### config.mk
export PLATFORM = sky130hd
export DESIGN_NAME = pllcfg_regs
export DESIGN_NICKNAME = d
export VERILOG_FILES = /design/src/shared/pllcfg_pkg.sv /design/src/design/pllcfg_regs.sv /design/src/design/pllcfg_loop_ctl.sv
export SDC_FILE = /design/constraint.sdc
export NUM_CORES = 1
export LEC_CHECK = 0
export BUFFER_PORTS_ARGS = -buffer_cell sky130_fd_sc_hd__clkbuf_2
export CORE_ASPECT_RATIO = 1.2
export CORE_MARGIN = 5
export CORE_UTILIZATION = 50
export DETAILED_ROUTE_END_ITERATION = 7
export PLACE_DENSITY_LB_ADDON = 0.2
export SLEW_MARGIN = 10
export SYNTH_ARGS = -nofsm -noshare
export SYNTH_HDL_FRONTEND = slang
export SYNTH_SLANG_ARGS = --single-unit
### constraint.sdc
create_clock -name mclk -period 3.5 [get_ports mclk]
set_input_delay 0.875 -clock mclk [delete_from_list [all_inputs] [get_ports mclk]]
set_output_delay 0.875 -clock mclk [all_outputs]
set_load 0.01 [all_outputs]
### src/shared/pllcfg_pkg.sv
// Offsets, field positions, reset values and state for the loop config bank
package pllcfg_pkg;

  localparam int ADDR_W = 8;
  localparam int DATA_W = 8;

  // Register offsets
  localparam logic [7:0] OFS_L2_ICP = 8'h2F;
  localparam logic [7:0] OFS_L2_RANGE = 8'h30;
  localparam logic [7:0] OFS_L3_MAIN = 8'h31;
  localparam logic [7:0] OFS_L3_ICP = 8'h32;
  localparam logic [7:0] OFS_L3_RANGE = 8'h33;
  localparam logic [7:0] OFS_L4_MAIN = 8'h34;
  localparam logic [7:0] OFS_L4_ICP = 8'h35;
  localparam logic [7:0] OFS_L4_RDIV = 8'h36;
  localparam logic [7:0] OFS_L4_NHI = 8'h37;
  localparam logic [7:0] OFS_L4_NLO = 8'h38;
  localparam logic [7:0] OFS_L4_CENTER = 8'h39;
  localparam logic [7:0] OFS_DRV = 8'h3A;

  // Field positions
  localparam int ICP_LSB = 0;
  localparam int L3_HALF_BIT = 4;
  localparam int L3_OFF_BIT = 3;
  localparam int L4_DIV_LSB = 4;
  localparam int L4_OFF_BIT = 3;
  localparam int L4_HI_RATE_BIT = 1;
  localparam int L4_EXT_BIT = 0;
  localparam int RDIV_LSB = 0;
  localparam int NHI_LSB = 0;
  localparam int DRV_BOOST_BIT = 7;
  localparam int DRV_SWING_LSB = 4;
  localparam int DRV_CM_LSB = 0;

  // Reset values
  localparam logic [3:0] RST_L2_ICP = 4'h2;
  localparam logic [7:0] RST_L2_RANGE = 8'h0C;
  localparam logic RST_L3_HALF = 1'h0;
  localparam logic RST_L3_OFF = 1'h0;
  localparam logic [3:0] RST_L3_ICP = 4'h3;
  localparam logic [7:0] RST_L3_RANGE = 8'h05;
  localparam logic [3:0] RST_L4_DIV = 4'h2;
  localparam logic RST_L4_OFF = 1'h0;
  localparam logic RST_L4_HI = 1'h0;
  localparam logic RST_L4_EXT = 1'h0;
  localparam logic [3:0] RST_L4_ICP = 4'h8;
  localparam logic [6:0] RST_L4_RDIV = 7'h4B;
  localparam logic [1:0] RST_L4_NHI = 2'h2;
  localparam logic [7:0] RST_L4_NLO = 8'h00;
  localparam logic [7:0] RST_L4_CENTER = 8'h16;
  localparam logic RST_BOOST = 1'h0;
  localparam logic [2:0] RST_SWING = 3'h4;
  localparam logic [3:0] RST_CM = 4'h9;

  typedef struct packed {
    logic [3:0] l2_icp;
    logic [7:0] l2_range;
    logic l3_half;
    logic l3_off;
    logic [3:0] l3_icp;
    logic [7:0] l3_range;
    logic [3:0] l4_div;
    logic l4_off;
    logic l4_hi;
    logic l4_ext;
    logic [3:0] l4_icp;
    logic [6:0] l4_rdiv;
    logic [1:0] l4_nhi;
    logic [7:0] l4_nlo;
    logic [7:0] l4_center;
    logic boost;
    logic [2:0] swing;
    logic [3:0] cm;
    logic [7:0] rdata;
    logic ack;
  } pllcfg_state_s;

  localparam pllcfg_state_s RST_STATE = '{
    l2_icp: RST_L2_ICP, l2_range: RST_L2_RANGE,
    l3_half: RST_L3_HALF, l3_off: RST_L3_OFF,
    l3_icp: RST_L3_ICP, l3_range: RST_L3_RANGE,
    l4_div: RST_L4_DIV, l4_off: RST_L4_OFF,
    l4_hi: RST_L4_HI, l4_ext: RST_L4_EXT,
    l4_icp: RST_L4_ICP, l4_rdiv: RST_L4_RDIV,
    l4_nhi: RST_L4_NHI, l4_nlo: RST_L4_NLO,
    l4_center: RST_L4_CENTER, boost: RST_BOOST,
    swing: RST_SWING, cm: RST_CM,
    rdata: 8'h00, ack: 1'h0
  };

endpackage

### src/design/pllcfg_regs.sv
// Configuration register bank for loops two to four and the output driver
`timescale 1ns/100ps
`default_nettype none

// What this block does
// - Loop two pump current, four bits in bits 3:0, reset 0010.
// - Loop two and three oscillator range bytes, reset 0x0C and 0x05.
// - Loop three bit 4 halves the output when set, reset 0.
// - Loop three bit 3 forces loop off; else crosspoint mode decides.
// - Loop three pump current, bits 3:0, reset 0011.
// - Loop four bits 7:4 divide output by two to that power, reset 0010.
// - Loop four bit 3 shuts the loop down when set, reset 0.
// - Loop four bit 1 picks 125 MHz over 100 MHz, reset 0.
// - Loop four bit 0 picks external reference over internal 27 MHz.
// - Loop four pump current, bits 3:0, reset 1000.
// - Loop four reference divider, seven bits 6:0, reset 1001011.
// - Loop four feedback divider ten bits: high two, low eight bytes.
// - Loop four oscillator center code, full byte, reset 0x16.
// - Driver bit 7 enables pre-emphasis, reset 0.
// - Driver bits 6:4 select output swing, reset 100.
// - Driver bits 3:0 select common-mode level, reset 1001.
module pllcfg_regs (
  // Clock and reset
  input wire logic mclk,
  input wire logic rst_n,
  input wire logic ce,
  // Register port from the serial host decoder
  input wire logic reg_wr,
  input wire logic reg_rd,
  input wire logic [7:0] reg_addr,
  input wire logic [7:0] reg_wdata,
  output logic [7:0] reg_rdata,
  output logic reg_ack,
  // Crosspoint mode request for loop three
  input wire logic crosspoint_loop3_on,
  // Loop two
  output logic [3:0] loop2_pump_current,
  output logic [7:0] loop2_osc_range,
  // Loop three
  output logic loop3_half_rate,
  output logic loop3_enable,
  output logic [3:0] loop3_pump_current,
  output logic [7:0] loop3_osc_range,
  // Loop four
  output logic [3:0] loop4_power_of_two_divider,
  output logic [15:0] loop4_divide_ratio,
  output logic loop4_shutdown,
  output logic loop4_enable,
  output logic ref_high_rate_select,
  output logic loop4_ref_source,
  output logic [3:0] loop4_pump_current,
  output logic [6:0] loop4_reference_divider,
  output logic [1:0] loop4_feedback_high_bits,
  output logic [7:0] loop4_feedback_low_bits,
  output logic [9:0] loop4_feedback_divider,
  output logic [7:0] loop4_osc_center,
  // Differential output driver
  output logic output_preemphasis,
  output logic [2:0] output_swing_code,
  output logic [3:0] output_common_mode_code
);

  pllcfg_pkg::pllcfg_state_s st_r;
  pllcfg_pkg::pllcfg_state_s st_nxt;

  function automatic logic addr_mapped(input logic [7:0] a);
    return (a >= pllcfg_pkg::OFS_L2_ICP) && (a <= pllcfg_pkg::OFS_DRV);
  endfunction

  // Builds the byte a read returns; reserved positions stay zero
  function automatic logic [7:0] reg_image(
    input logic [7:0] a,
    input pllcfg_pkg::pllcfg_state_s s
  );
    logic [7:0] v;
    v = 8'h00;
    case (a)
      pllcfg_pkg::OFS_L2_ICP: v[3:0] = s.l2_icp;
      pllcfg_pkg::OFS_L2_RANGE: v = s.l2_range;
      pllcfg_pkg::OFS_L3_MAIN: begin
        v[pllcfg_pkg::L3_HALF_BIT] = s.l3_half;
        v[pllcfg_pkg::L3_OFF_BIT] = s.l3_off;
      end
      pllcfg_pkg::OFS_L3_ICP: v[3:0] = s.l3_icp;
      pllcfg_pkg::OFS_L3_RANGE: v = s.l3_range;
      pllcfg_pkg::OFS_L4_MAIN: begin
        v[7:4] = s.l4_div;
        v[pllcfg_pkg::L4_OFF_BIT] = s.l4_off;
        v[pllcfg_pkg::L4_HI_RATE_BIT] = s.l4_hi;
        v[pllcfg_pkg::L4_EXT_BIT] = s.l4_ext;
      end
      pllcfg_pkg::OFS_L4_ICP: v[3:0] = s.l4_icp;
      pllcfg_pkg::OFS_L4_RDIV: v[6:0] = s.l4_rdiv;
      pllcfg_pkg::OFS_L4_NHI: v[1:0] = s.l4_nhi;
      pllcfg_pkg::OFS_L4_NLO: v = s.l4_nlo;
      pllcfg_pkg::OFS_L4_CENTER: v = s.l4_center;
      pllcfg_pkg::OFS_DRV: begin
        v[pllcfg_pkg::DRV_BOOST_BIT] = s.boost;
        v[6:4] = s.swing;
        v[3:0] = s.cm;
      end
      default: v = 8'h00;
    endcase
    return v;
  endfunction

  always_comb begin
    st_nxt = st_r;
    if (ce) begin
      st_nxt.ack = reg_rd || reg_wr;
      // A read in the same cycle as a write sees the old contents
      if (reg_rd) begin
        st_nxt.rdata = reg_image(reg_addr, st_r);
      end
      if (reg_wr) begin
        case (reg_addr)
          pllcfg_pkg::OFS_L2_ICP: begin
            st_nxt.l2_icp = reg_wdata[3:0];
          end
          pllcfg_pkg::OFS_L2_RANGE: begin
            st_nxt.l2_range = reg_wdata;
          end
          pllcfg_pkg::OFS_L3_MAIN: begin
            st_nxt.l3_half = reg_wdata[pllcfg_pkg::L3_HALF_BIT];
            st_nxt.l3_off = reg_wdata[pllcfg_pkg::L3_OFF_BIT];
          end
          pllcfg_pkg::OFS_L3_ICP: begin
            st_nxt.l3_icp = reg_wdata[3:0];
          end
          pllcfg_pkg::OFS_L3_RANGE: begin
            st_nxt.l3_range = reg_wdata;
          end
          pllcfg_pkg::OFS_L4_MAIN: begin
            st_nxt.l4_div = reg_wdata[7:4];
            st_nxt.l4_off = reg_wdata[pllcfg_pkg::L4_OFF_BIT];
            st_nxt.l4_hi = reg_wdata[pllcfg_pkg::L4_HI_RATE_BIT];
            st_nxt.l4_ext = reg_wdata[pllcfg_pkg::L4_EXT_BIT];
          end
          pllcfg_pkg::OFS_L4_ICP: begin
            st_nxt.l4_icp = reg_wdata[3:0];
          end
          pllcfg_pkg::OFS_L4_RDIV: begin
            st_nxt.l4_rdiv = reg_wdata[6:0];
          end
          pllcfg_pkg::OFS_L4_NHI: begin
            st_nxt.l4_nhi = reg_wdata[1:0];
          end
          pllcfg_pkg::OFS_L4_NLO: begin
            st_nxt.l4_nlo = reg_wdata;
          end
          pllcfg_pkg::OFS_L4_CENTER: begin
            st_nxt.l4_center = reg_wdata;
          end
          pllcfg_pkg::OFS_DRV: begin
            st_nxt.boost = reg_wdata[pllcfg_pkg::DRV_BOOST_BIT];
            st_nxt.swing = reg_wdata[6:4];
            st_nxt.cm = reg_wdata[3:0];
          end
          default: begin
            st_nxt.ack = st_nxt.ack;
          end
        endcase
      end
    end
  end

  always_ff @(posedge mclk or negedge rst_n) begin
    if (!rst_n) begin
      st_r <= pllcfg_pkg::RST_STATE;
    end else begin
      st_r <= st_nxt;
    end
  end

  // The two higher feedback bits and the low byte are held apart so a
  // host can stage them; the loop sees the pair together one cycle on
  pllcfg_loop_ctl #(
    .DIV_CODE_W(4),
    .RATIO_W(16)
  ) u_loop_ctl (
    .mclk(mclk),
    .rst_n(rst_n),
    .ce(ce),
    .crosspoint_loop3_on(crosspoint_loop3_on),
    .l3_off(st_r.l3_off),
    .l4_off(st_r.l4_off),
    .l4_div(st_r.l4_div),
    .l4_nhi(st_r.l4_nhi),
    .l4_nlo(st_r.l4_nlo),
    .loop3_enable(loop3_enable),
    .loop4_enable(loop4_enable),
    .loop4_feedback_divider(loop4_feedback_divider),
    .loop4_divide_ratio(loop4_divide_ratio)
  );

  assign reg_rdata = st_r.rdata;
  assign reg_ack = st_r.ack;
  assign loop2_pump_current = st_r.l2_icp;
  assign loop2_osc_range = st_r.l2_range;
  assign loop3_half_rate = st_r.l3_half;
  assign loop3_pump_current = st_r.l3_icp;
  assign loop3_osc_range = st_r.l3_range;
  assign loop4_power_of_two_divider = st_r.l4_div;
  assign loop4_shutdown = st_r.l4_off;
  assign ref_high_rate_select = st_r.l4_hi;
  assign loop4_ref_source = st_r.l4_ext;
  assign loop4_pump_current = st_r.l4_icp;
  assign loop4_reference_divider = st_r.l4_rdiv;
  assign loop4_feedback_high_bits = st_r.l4_nhi;
  assign loop4_feedback_low_bits = st_r.l4_nlo;
  assign loop4_osc_center = st_r.l4_center;
  assign output_preemphasis = st_r.boost;
  assign output_swing_code = st_r.swing;
  assign output_common_mode_code = st_r.cm;

  function automatic logic wr_at(input logic [7:0] ofs);
    return ce && reg_wr && (reg_addr == ofs);
  endfunction
endmodule

`default_nettype wire

### src/design/pllcfg_loop_ctl.sv
// Registered loop enable and divider decode for the third and fourth loops
`timescale 1ns/100ps
`default_nettype none

module pllcfg_loop_ctl #(
  parameter int DIV_CODE_W = 4,
  parameter int RATIO_W = 16
) (
  // Clock and reset
  input wire logic mclk,
  input wire logic rst_n,
  input wire logic ce,
  // Settings
  input wire logic crosspoint_loop3_on,
  input wire logic l3_off,
  input wire logic l4_off,
  input wire logic [DIV_CODE_W-1:0] l4_div,
  input wire logic [1:0] l4_nhi,
  input wire logic [7:0] l4_nlo,
  // Derived controls
  output logic loop3_enable,
  output logic loop4_enable,
  output logic [9:0] loop4_feedback_divider,
  output logic [RATIO_W-1:0] loop4_divide_ratio
);

  if (RATIO_W != (1 << DIV_CODE_W)) begin : g_chk
    $error("pllcfg_loop_ctl: RATIO_W must be 2**DIV_CODE_W");
  end

  typedef struct packed {
    logic l3_en;
    logic l4_en;
    logic [9:0] ndiv;
    logic [RATIO_W-1:0] ratio;
  } pllcfg_ctl_s;

  pllcfg_ctl_s st_r;
  pllcfg_ctl_s st_nxt;

  always_comb begin
    st_nxt = st_r;
    if (ce) begin
      // Forced off wins; otherwise crosspoint mode decides
      st_nxt.l3_en = crosspoint_loop3_on && !l3_off;
      st_nxt.l4_en = !l4_off;
      st_nxt.ndiv = {l4_nhi, l4_nlo};
      st_nxt.ratio = {{(RATIO_W-1){1'b0}}, 1'b1} << l4_div;
    end
  end

  always_ff @(posedge mclk or negedge rst_n) begin
    if (!rst_n) begin
      st_r <= '0;
    end else begin
      st_r <= st_nxt;
    end
  end

  assign loop3_enable = st_r.l3_en;
  assign loop4_enable = st_r.l4_en;
  assign loop4_feedback_divider = st_r.ndiv;
  assign loop4_divide_ratio = st_r.ratio;

endmodule

`default_nettype wire

# Word level (Yosys, flattened, before mapping)
# Index checks and enable logic that the tools add are counted.
[totals]
inputBits = 22
register_bits = 107
out_inout_bits = 106
[op_classes]
mux = 6
shifts = 1
reduce_logical = 17
n_eq_ne = 12
[ops]
columns = ["operator", "n"]
rows = [
  ["8-bit by 6-bit equality test with 1-bit output, second input constant", 12],
  ["3-bit AND reduction", 12],
  ["2-bit case mux with 11 select lines", 1],
  ["1-bit by 4-bit left shift with 16-bit output, first input constant", 1],
  ["2-bit case mux with 7 select lines", 1],
  ["1-bit case mux with 11 select lines", 1],
  ["1-bit case mux with 9 select lines", 1],
  ["1-bit case mux with 8 select lines", 1],
  ["1-bit case mux with 6 select lines", 1],
  ["1-bit zero test", 2],
  ["2-bit AND reduction", 1],
  ["1-bit logical AND", 1],
  ["1-bit logical OR", 1],
]

# Logic depth before layout (Yosys ltp)
# Gate-level depths: netlist of run 1.
[depth]
depth_word = 2
ltp_mapped = 8

# Hierarchy
# From an unflattened synthesis of run 1, not the netlist that was laid out.
[hier_totals]
hier_cells = 480
area_unflattened_um2 = 5612.9
[by_module_without_submodules]
columns = ["mod", "cells_each", "area_each_um2", "seq_area_each_um2", "instances"]
rows = [
  ["pllcfg_regs", 394, 4434.3, 2001.9, 1],
  ["pllcfg_loop_ctl", 86, 1178.6, 700.7, 1],
]

# Least setup slack after synthesis of run 1
# No wires, ideal clock.
[synth_timing]
path_type = "input-to-reg"
from = "in reg_addr[4]"
to = "reg st_r, in the netlist loop3_osc_range[4]"
n_path_buf = 2
path_slack_ns = 1.106
required_ns = 3.375
path_stages = 6
arrival_ns = 2.269
setup_ns = 0.125
cell_sequence = "buf_4 nand4bb_1 or3_1 clkbuf_2 nor3_4 mux2_2"
[synth_via]
elab_chain_len = 2
[synth_lines]
columns = ["item", "line_no", "text"]
rows = [
  ["start, declared", "pllcfg_regs.sv:30", "input wire logic [7:0] reg_addr,"],
  ["8-bit by 6-bit equality test with 1-bit output", "pllcfg_regs.sv:116", "case (reg_addr)"],
  ["3-bit AND reduction (no line)", "--", ""],
  ["end signal, assigned", "pllcfg_regs.sv:169", "st_r <= pllcfg_pkg::RST_STATE;"],
  ["end signal, assigned", "pllcfg_regs.sv:171", "st_r <= st_nxt;"],
  ["end, declared", "pllcfg_regs.sv:63", "pllcfg_pkg::pllcfg_state_s st_r;"],
]
# Every way passes these cells.
# A chain may end at the register's enable or synchronous reset.

# Final worst setup path of run 1
[layout_timing]
from = "in reg_addr[3]"
to = "reg st_r, in the netlist loop4_osc_center[0]"
# The elaborated chain is that of the path after synthesis.

==> flow_metrics.py, run 1 <==
metrics = {
    "die": {
        "ios": 128,
        "die_area_um2": 12100,
        "die_x_um": 101,
        "rows": 40,
        "initial_utilization": 0.505,
        "core_area_um2": 9910,
        "die_h_um": 120,
    },
    "worst_setup_path": {
        "endpoint_kind": "register",
        "cp_max_fo": 22,
        "required_ps": 3730,
        "ff2ff_path_depth": 4,
        "critPathLaunchType": "input port",
        "rrSetupSlack_ps": 1890,
        "rr_endpoint": "reg_rdata[3]$_DFFE_PN0P_",
        "max_stage_delay_ps": 650,
        "cp_top_family": "simple AND/OR/NAND/NOR gates",
        "cp_slowest_cell": "nor2_2",
        "crit_chain": "clkbuf_2 > nor2b_1 > nand3_1 > nor2_2 > mux2_2",
        "worst-path-buf-inv": 1,
        "cp.arrival_ps": 2850,
        "critPathKind": "in -> reg",
        "r2r_start": "loop4_osc_center[3]$_DFFE_PN0P_",
    },
    "layout": {
        "seqCellArea_um2": 2700,
        "drive_gt1_frac": 0.468,
        "area_delta_synth_final_pct": 20.6,
        "layout.nets": 570,
        "multiInputGateArea_um2": 2080,
        "stdcell_count": 679,
        "diodes": 0,
        "layout_commonest_cell": "clkbuf_2",
        "mostFrequentLayoutCells": "126 x clkbuf_2, 87 x dfrtp_1, 76 x mux2_2, 29 x o21ai_0, 25 x nand2_1",
        "fillers": 860,
    },
    "clock_tree": {
        "path_clk_slew_ps": 70,
        "cts_resized": 0,
        "clock_latency_ps": 340,
        "clock_path_buffers": 2,
        "post_cts_buffers": 0,
        "cts_root_buffer": "clkbuf_16",
        "cts_hold_buffers": 0,
        "cts_num_sinks": 107,
        "cts_tree": "done",
        "cts_buffers": 9,
        "htreeDepth": 3,
    },
    "placement": {
        "port_buffers": 127,
        "placed_cells": 663,
        "hpwl_um": 10300,
        "pre_cts_ws_ps": 563,
        "routabilityCongestion": 0.925,
    },
    "grt": {
        "overflow": 0,
        "grt_usage": 0.243,
        "grt_pass1_vias": 4101,
        "met1_usage": 0.321,
        "antenna_found_initial": 0,
        "busiest_layer": "met2",
        "use_met2": 0.390,
        "grt_max_degree": 65,
        "use_met3": 0.0366,
        "grt_pass1_wl_um": 22800,
    },
    "pwr": {
        "switching_share": 0.242,
        "p_clk_frac": 0.397,
        "pwr-share-seq": 0.514,
        "power_density_nw_per_um2": 422,
        "peakVddDrop_mv": 0.276,
        "p_sw_w": 0.000616,
        "p_int_w": 0.00193,
        "leakage_nw": 2.94,
        "p_comb_frac": 0.090,
    },
    "logic_synthesis": {
        "syn-num-nets": 452,
        "netlist_area_um2": 5010,
        "yosys_warnings": 0,
        "async_flop_share": 1.00,
        "synth_edf_count": 0,
        "synth_cell_type_count": 48,
        "avgSynthCellArea_um2": 11.6,
        "ys_seq_elements": 107,
        "synth_top_flop_cell": "dfrtp_1",
        "synth_seq_area_share": 0.540,
        "synthCells": 430,
    },
    "drt": {
        "drtAntennaViolNets": 0,
        "initialDrtViolationCount": 219,
        "drt-total-wl_um": 14200,
        "routed-via-count": 3939,
        "drt_first_pass_iters": 5,
        "vias_per_cell": 5.80,
        "avgRoutedWirePerCell_um": 20.9,
        "drc_errors": 0,
    },
    "timing": {
        "hold_slack_ps": 511,
        "final.period_utilization": 0.747,
        "fmax_mhz": 382,
        "tightest_slew_ps": 801,
        "fin_ws_ps": 884,
        "setup_violations": 0,
        "rsz0062_at_grt": "false",
        "finalHoldViolations": 0,
        "relSlewSlack": 0.466,
        "fin_skew_ps": 4.60,
        "fin_crit_ps": 2620,
        "finalSetupTns_ps": 0,
        "slew_violations": 0,
    },
    "flow_run": {
        "maxCapViolCount": 0,
    },
    "status": {
        "outcome": "completed",
    },
    "min_path": {
        "worstHoldPathCells": 1,
        "min_to": "u_loop_ctl.loop4_feedback_divider[0]$_DFFE_PN0P_",
        "hp-start": "u_loop_ctl.loop4_feedback_divider[0]$_DFFE_PN0P_",
        "min_path_type": "reg -> reg",
    },
}
[power by group through the flow]
stage          registers [W]  clock network, W  logic (W)
2_1_floorplan        0.00134                 0   0.000105
3_3_place_gp         0.00133                 0   0.000225
3_5_place_dp         0.00133                 0   0.000229
4_1_cts              0.00131           0.00103   0.000229
5_1_grt              0.00131           0.00107   0.000251
6_report             0.00131           0.00101   0.000228
[Yosys cell counts (2+ instances only)]
library cell	count	area (um2)
a2111oi_0	2	17.5
a211o_1	2	17.5
a21oi_1	8	40.0
a221oi_1	2	17.5
a22o_1	5	43.8
a22oi_1	12	90.1
a31oi_1	3	18.8
a32o_1	2	20.0
a32oi_1	4	35.0
and2_1	3	18.8
buf_1	2	7.51
buf_2	9	45.0
buf_6	3	33.8
clkbuf_1	15	56.3
dfrtp_1	87	2180
dfstp_2	20	526
inv_1	20	75.1
mux2_2	76	856
mux2_4	4	60.1
mux2i_1	9	90.1
nand2_1	25	93.8
nand3_1	18	90.1
nand3b_1	4	30.0
nand4_1	7	43.8
nor2_1	14	52.6
nor2_2	3	18.8
nor2b_1	9	56.3
nor3_1	11	55.1
nor3b_1	2	15.0
o21ai_0	29	145
o22ai_1	3	18.8
[sequential cells by signal, indices dropped and copies added, names as in the netlist, 2 cells and up]
register	count
loop4_power_of_two_divider	4
loop4_pump_current	4
loop4_reference_divider	7
loop2_osc_range	8
u_loop_ctl.loop4_divide_ratio	16
u_loop_ctl.loop4_feedback_divider	10
loop3_osc_range	8
output_swing_code	3
output_common_mode_code	4
loop4_feedback_low_bits	8
loop4_feedback_high_bits	2
loop2_pump_current	4
loop3_pump_current	4
reg_rdata	8
loop4_osc_center	8
[cell type report]
class                   count  share of cell area
inverters                  20              0.0124
clock buffers              11              0.0402
clock inverters             5             0.00870
flip-flops and latches    107               0.447
well taps                 126              0.0261
repair buffers            138               0.121
multi-input cells         272               0.344
[worst max-delay path by stage]
stage	from	end	slack [ps]	cells past startpoint
2_1_floorplan	reg_addr[4]	loop3_osc_range[4]$_DFFE_PN0P_	1110	6
5_1_grt	reg_addr[3]	loop4_osc_center[0]$_DFFE_PN0P_	780	5
6_report	reg_addr[3]	loop4_osc_center[0]$_DFFE_PN0P_	880	5
3_5_place_dp	reg_addr[3]	loop4_osc_center[5]$_DFFE_PN0P_	560	5
3_3_place_gp	reg_addr[3]	loop4_osc_center[0]$_DFFE_PN0P_	620	5
4_1_cts	reg_addr[3]	loop4_osc_center[0]$_DFFE_PN0P_	920	5
[layer usage]
layer	part of all wire	routed length, um
met5	0	0
met4	0.036	514
met3	0.064	912
met2	0.49	6920
met1	0.41	5840
[metrics by stage]
stage	area (um2)	total power, W	utilization
after floorplan	5010	0.00144	-
after global placement	5740	0.00156	0.580
after detailed placement	5740	0.00156	0.580
after CTS	6040	0.00256	0.609
after global routing	6040	0.00264	0.609
final	6040	0.00255	0.609
[logic make-up (layout without fill, tap and decap cells)]
family / count (synthesis) / after routing / share of synthesized area
DFF: 107 / 107 / 0.540
AOI/OAI and AO/OA: 78 / 78 / 0.103
buffers and inverters: 51 / 174 / 0.0460
muxes: 89 / 89 / 0.201
and+or+nand+nor: 104 / 104 / 0.109
xor gates and xnor gates: 1 / 1 / 0.00175
Note: power is estimated with default switching activity, not from simulation.
==> run 2: changes to the inputs <==
CORE_UTILIZATION = 48   (was 50)
clock period = 2.26 ns   (was 3.5 ns; I/O delays follow)
==> flow_metrics.py, run 2 (synthesized netlist as in run 1, its figures left out) <==
metrics = {
    "status": {
        "outcome": "completed",
    },
    "die": {
        "rows": 40,
        "core_area_um2": 10100,
        "initial_utilization": 0.495,
        "die_x_um": 103,
        "ios": 128,
        "die_area_um2": 12600,
        "die_h_um": 122,
    },
    "placement": {
        "placed_area_um2": 6000,
        "port_buffers": 127,
        "routabilityCongestion": 0.876,
        "pre_cts_ws_ps": -68.5,
        "hpwl_um": 11300,
    },
    "timing": {
        "final.period_utilization": 0.875,
        "fin_skew_ps": 5.78,
        "fin_ws_ps": 283,
        "finalHoldViolations": 0,
        "slew_violations": 0,
        "setup_violations": 0,
        "tightest_slew_ps": 540,
        "relSlewSlack": 0.637,
        "rsz0062_at_grt": "false",
        "fin_crit_ps": 1980,
        "finalSetupTns_ps": 0,
        "fmax_mhz": 506,
    },
    "worst_setup_path": {
        "max_stage_delay_ps": 490,
        "cp_max_fo": 7,
        "ff2ff_path_depth": 4,
        "endpoint_kind": "register",
        "cp_slowest_cell": "nor3_1",
        "r2r_start": "loop4_osc_center[3]$_DFFE_PN0P_",
        "critPathLaunchType": "input port",
        "rr_endpoint": "reg_rdata[3]$_DFFE_PN0P_",
        "rrSetupSlack_ps": 660,
        "critPathKind": "in -> reg",
        "crit_chain": "clkbuf_2 > nor2b_1 > nand3_1 > nor3_1 > mux2_2",
        "cp.arrival_ps": 2210,
        "required_ps": 2490,
    },
    "clock_tree": {
        "cts_resized": 0,
        "cts_num_sinks": 107,
        "clock_latency_ps": 340,
        "htreeDepth": 3,
        "path_clk_slew_ps": 70,
        "clock_path_buffers": 2,
        "cts_buffers": 9,
        "cts_tree": "done",
        "cts_root_buffer": "clkbuf_16",
        "post_cts_buffers": 0,
        "cts_hold_buffers": 0,
    },
    "layout": {
        "final_util": 0.623,
        "drive_gt1_frac": 0.497,
        "mostFrequentLayoutCells": "126 x clkbuf_2, 87 x dfrtp_1, 76 x mux2_2, 45 x buf_4, 29 x o21ai_0",
        "area_delta_synth_final_pct": 25.7,
        "largest_register_ffs": 16,
        "layout.nets": 604,
        "layout_commonest_cell": "clkbuf_2",
        "final_area_um2": 6300,
        "diodes": 0,
        "fillers": 866,
    },
    "drt": {
        "avgRoutedWirePerCell_um": 20.5,
        "drt-total-wl_um": 14600,
        "routed-via-count": 4060,
        "initialDrtViolationCount": 228,
        "drtAntennaViolNets": 0,
        "vias_per_cell": 5.69,
        "drc_errors": 0,
        "drt_first_pass_iters": 5,
    },
    "pwr": {
        "p_comb_frac": 0.095,
        "p_clk_frac": 0.396,
        "fin_total_pwr_w": 0.00398,
        "leakage_nw": 3.10,
        "pwr-share-seq": 0.509,
        "switching_share": 0.243,
        "peakVddDrop_mv": 0.437,
        "power_density_nw_per_um2": 632,
        "p_int_w": 0.00301,
        "p_sw_w": 0.000965,
    },
    "grt": {
        "grt_usage": 0.241,
        "grt_pass1_vias": 4051,
        "grt_pass1_wl_um": 22900,
        "antenna_found_initial": 0,
        "grt_max_degree": 45,
        "overflow": 0,
    },
    "flow_run": {
        "maxCapViolCount": 0,
    },
    "min_path": {
        "min_path_type": "in -> async",
    },
}
## run 2: changes by cell type in the layout (fill, tap and decap cells not counted)
cell,previous run,this run
buf_4,11,45
clkinv_2,3,1
clkbuf_1,1,2
clkinv_4,0,1
## run 2: worst max path at each step
stage                     cells past startpoint                                       to        start  slack (ps)
final                                         5  loop4_feedback_high_bits[0]$_DFFE_PN0P_  reg_addr[2]         280
after detailed placement                      5  loop4_feedback_high_bits[0]$_DFFE_PN0P_  reg_addr[7]         -70
after global routing                          5  loop4_feedback_high_bits[0]$_DFFE_PN0P_  reg_addr[7]         240
after CTS                                     5  loop4_feedback_high_bits[0]$_DFFE_PN0P_  reg_addr[7]         290
after global placement                        5  loop4_feedback_high_bits[0]$_DFFE_PN0P_  reg_addr[7]         -60
after floorplan                               6           loop3_osc_range[4]$_DFFE_PN0P_  reg_addr[4]         180
## run 2: final cells by class
| cell class | instances | area [um2] | area share |
|---|---|---|---|
| Sequential cell | 107 | 2700 | 0.429 |
| Multi-Input combinational cell | 272 | 2080 | 0.330 |
| Timing Repair Buffer | 172 | 988 | 0.157 |
| Clock buffer | 12 | 246 | 0.0391 |
| Tap cell | 126 | 158 | 0.0250 |
| Inverter | 20 | 75.1 | 0.0119 |
| Clock inverter | 4 | 51.3 | 0.00815 |
## run 2: layer usage
layer | global-route usage | routed length, um
met1 | 0.334 | 6430
met2 | 0.391 | 7200
met3 | 0.0355 | 818
met4 | 0.0721 | 137
met5 | 0 | 0
## run 2: worst max-delay path, delay by kind of cell
family	cells	cell delay, ps
simple gates	3	1050
mux	1	390
buf+inv	1	190
## run 2: per-stage QoR
step	cells	hold WS (ps)
2_1_floorplan	430	269
3_3_place_gp	697	484
3_5_place_dp	697	490
4_1_cts	713	190
5_1_grt	713	207
6_report	713	178
## run 2: power by group through the flow
stage / sequential [W] / clock [W] / combinational, W
floorplan: 0.00207 / 0 / 0.000162
global placement: 0.00206 / 0 / 0.000377
detailed placement: 0.00206 / 0 / 0.000381
CTS: 0.00202 / 0.00160 / 0.000382
global route: 0.00203 / 0.00169 / 0.000415
finish: 0.00203 / 0.00158 / 0.000377
==> run 3: changes to the inputs <==
CORE_UTILIZATION = 30   (was 48)
SYNTH_HIERARCHICAL = 1   (was unset)
==> flow_metrics.py, run 3 <==
metrics = {
    "drt": {
        "initialDrtViolationCount": 173,
        "vias_per_cell": 4.88,
        "drt-total-wl_um": 17400,
        "routed-via-count": 4034,
        "drt_first_pass_iters": 4,
        "drtAntennaViolNets": 0,
        "avgRoutedWirePerCell_um": 21.1,
        "drc_errors": 0,
    },
    "layout": {
        "layout.nets": 592,
        "final_util": 0.361,
        "mostFrequentLayoutCells": "126 x clkbuf_2, 87 x dfrtp_1, 86 x mux2_2, 43 x buf_4, 22 x nand2_1",
        "diodes": 0,
        "drive_gt1_frac": 0.548,
        "fillers": 1857,
        "area_delta_synth_final_pct": 17.9,
        "layout_commonest_cell": "clkbuf_2",
        "largest_register_ffs": 16,
    },
    "logic_synthesis": {
        "async_flop_share": 1.00,
        "synth_cell_type_count": 54,
        "ys_seq_elements": 107,
        "synth.top_cells.by_area": "dfrtp_1 39%, mux2_2 17%, buf_4 9.9%",
        "synthTopCellsByCount": "87 x dfrtp_1, 86 x mux2_2, 74 x buf_4",
        "synth_edf_count": 0,
        "synth_top_flop_cell": "dfrtp_1",
        "avgSynthCellArea_um2": 11.7,
        "netlist_area_um2": 5610,
        "synth_top_area_cell": "dfrtp_1",
        "syn-num-nets": 502,
        "yosys_warnings": 6,
        "yosys.area.top_type_share": 0.388,
        "yosysMostFrequentCell": "dfrtp_1",
        "synth_seq_area_share": 0.481,
        "synthCells": 480,
    },
    "worst_setup_path": {
        "critPathKind": "in -> reg",
        "critPathLaunchType": "input port",
        "cp_slowest_cell": "a2111oi_0",
        "required_ps": 2530,
        "max_stage_delay_ps": 490,
        "cp_max_fo": 12,
        "crit_chain": "clkbuf_2 > buf_4 > nor2_1 > nand2_1 > a2111oi_0 > nor4_1 > o21ai_0",
        "cp.arrival_ps": 2110,
        "endpoint_kind": "register",
    },
    "timing": {
        "fin_crit_ps": 1840,
        "finalSetupTns_ps": 0,
        "fin_skew_ps": 8.30,
        "final.period_utilization": 0.813,
        "finalHoldViolations": 0,
        "relSlewSlack": 0.617,
        "tightest_slew_ps": 575,
        "rsz0062_at_grt": "false",
        "setup_violations": 0,
        "fmax_mhz": 544,
        "slew_violations": 0,
    },
    "grt": {
        "grt_usage": 0.163,
        "overflow": 0,
        "grt_max_degree": 42,
        "antenna_found_initial": 0,
        "grt_pass1_vias": 4389,
        "grt_pass1_wl_um": 26800,
    },
    "die": {
        "initial_utilization": 0.307,
        "die_h_um": 160,
        "rows": 54,
        "die_x_um": 135,
        "die_area_um2": 21600,
        "ios": 128,
        "core_area_um2": 18300,
    },
    "placement": {
        "routabilityCongestion": 0.896,
        "port_buffers": 127,
        "hpwl_um": 13500,
    },
    "pwr": {
        "switching_share": 0.256,
        "p_sw_w": 0.00104,
        "peakVddDrop_mv": 0.296,
        "pwr-share-seq": 0.496,
        "p_clk_frac": 0.410,
        "p_comb_frac": 0.094,
        "fin_total_pwr_w": 0.00407,
        "power_density_nw_per_um2": 616,
        "leakage_nw": 3.29,
        "p_int_w": 0.00303,
    },
    "clock_tree": {
        "cts_root_buffer": "clkbuf_16",
        "cts_buffers": 9,
        "cts_resized": 0,
        "path_clk_slew_ps": 80,
        "cts_num_sinks": 107,
        "clock_path_buffers": 2,
        "cts_hold_buffers": 0,
        "cts_tree": "done",
        "post_cts_buffers": 0,
        "htreeDepth": 3,
        "clock_latency_ps": 360,
    },
    "min_path": {
        "min_path_type": "in -> async",
    },
    "flow_run": {
        "maxCapViolCount": 0,
    },
    "status": {
        "outcome": "completed",
    },
}
==> run 3: worst max-delay path, delay by kind of cell <==
family / cells / cell delay, ps
compound gates: 2 / 640
simple gates: 3 / 480
buf+inv: 2 / 410
==> run 3: stage by stage <==
stage	cells	setup slack (ps)	hold WS (ps)	cell area (um2)
floorplan	480	253	269	5610
global placement	811	31.7	479	6310
detailed placement	811	57.8	480	6310
CTS	827	407	209	6620
global route	827	307	245	6620
finish	827	423	204	6620
==> run 3: cells by family after synthesis <==
kind of cell    count (synthesis)  share of synthesized area
simple gates                  109                      0.113
flops                         107                      0.481
buf+inv                        99                      0.120
compound gates                 70                     0.0918
mux                            95                      0.193
==> run 3: worst paths after layout <==
path / depth (start not counted) / from / slack, ps / endpoint
worst max-delay path: 7 / reg_addr[1] / 420 / reg_rdata[5]$_DFFE_PN0P_
worst min-delay path: 1 / rst_n / 200 / u_loop_ctl/loop4_divide_ratio[12]$_DFFE_PN0P_
worst max register to register: 4 / loop4_feedback_low_bits[3]$_DFFE_PN0P_ / 710 / reg_rdata[3]$_DFFE_PN0P_
worst min register to register: 2 / reg_rdata[5]$_DFFE_PN0P_ / 490 / reg_rdata[5]$_DFFE_PN0P_
max in group asynchronous: 2 / rst_n / 1370 / loop2_pump_current[1]$_DFFE_PN1P_
min in group mclk: 3 / crosspoint_loop3_on / 470 / u_loop_ctl/loop3_enable$_DFFE_PN0P_
==> run 3: cell type report <==
class                           count  area [um2]  area share
Clock inverter                      5        67.6      0.0102
Sequential cell                   107        2700       0.408
Tap cell                          252         315      0.0477
Inverter                            5        18.8     0.00284
Timing Repair Buffer              173        1030       0.156
Clock buffer                       11         243      0.0367
Multi-Input combinational cell    274        2240       0.338
==> run 3: routing by layer <==
metal / vias up / share of wire / track usage
li1: 1838 / - / -
met1: 2024 / 0.42 / 0.205
met2: 143 / 0.50 / 0.276
met3: 29 / 0.050 / 0.0334
met4: 0 / 0.024 / 0.0556
met5: - / 0 / 0
==> run 3: power by group through the flow <==
stage / logic [W] / registers [W] / clock network [W]
final: 0.000385 / 0.00202 / 0.00167
after CTS: 0.000392 / 0.00202 / 0.00173
after global routing: 0.000421 / 0.00203 / 0.00180
after detailed placement: 0.000391 / 0.00206 / 0
after global placement: 0.000384 / 0.00206 / 0
after floorplan: 0.000225 / 0.00204 / 0
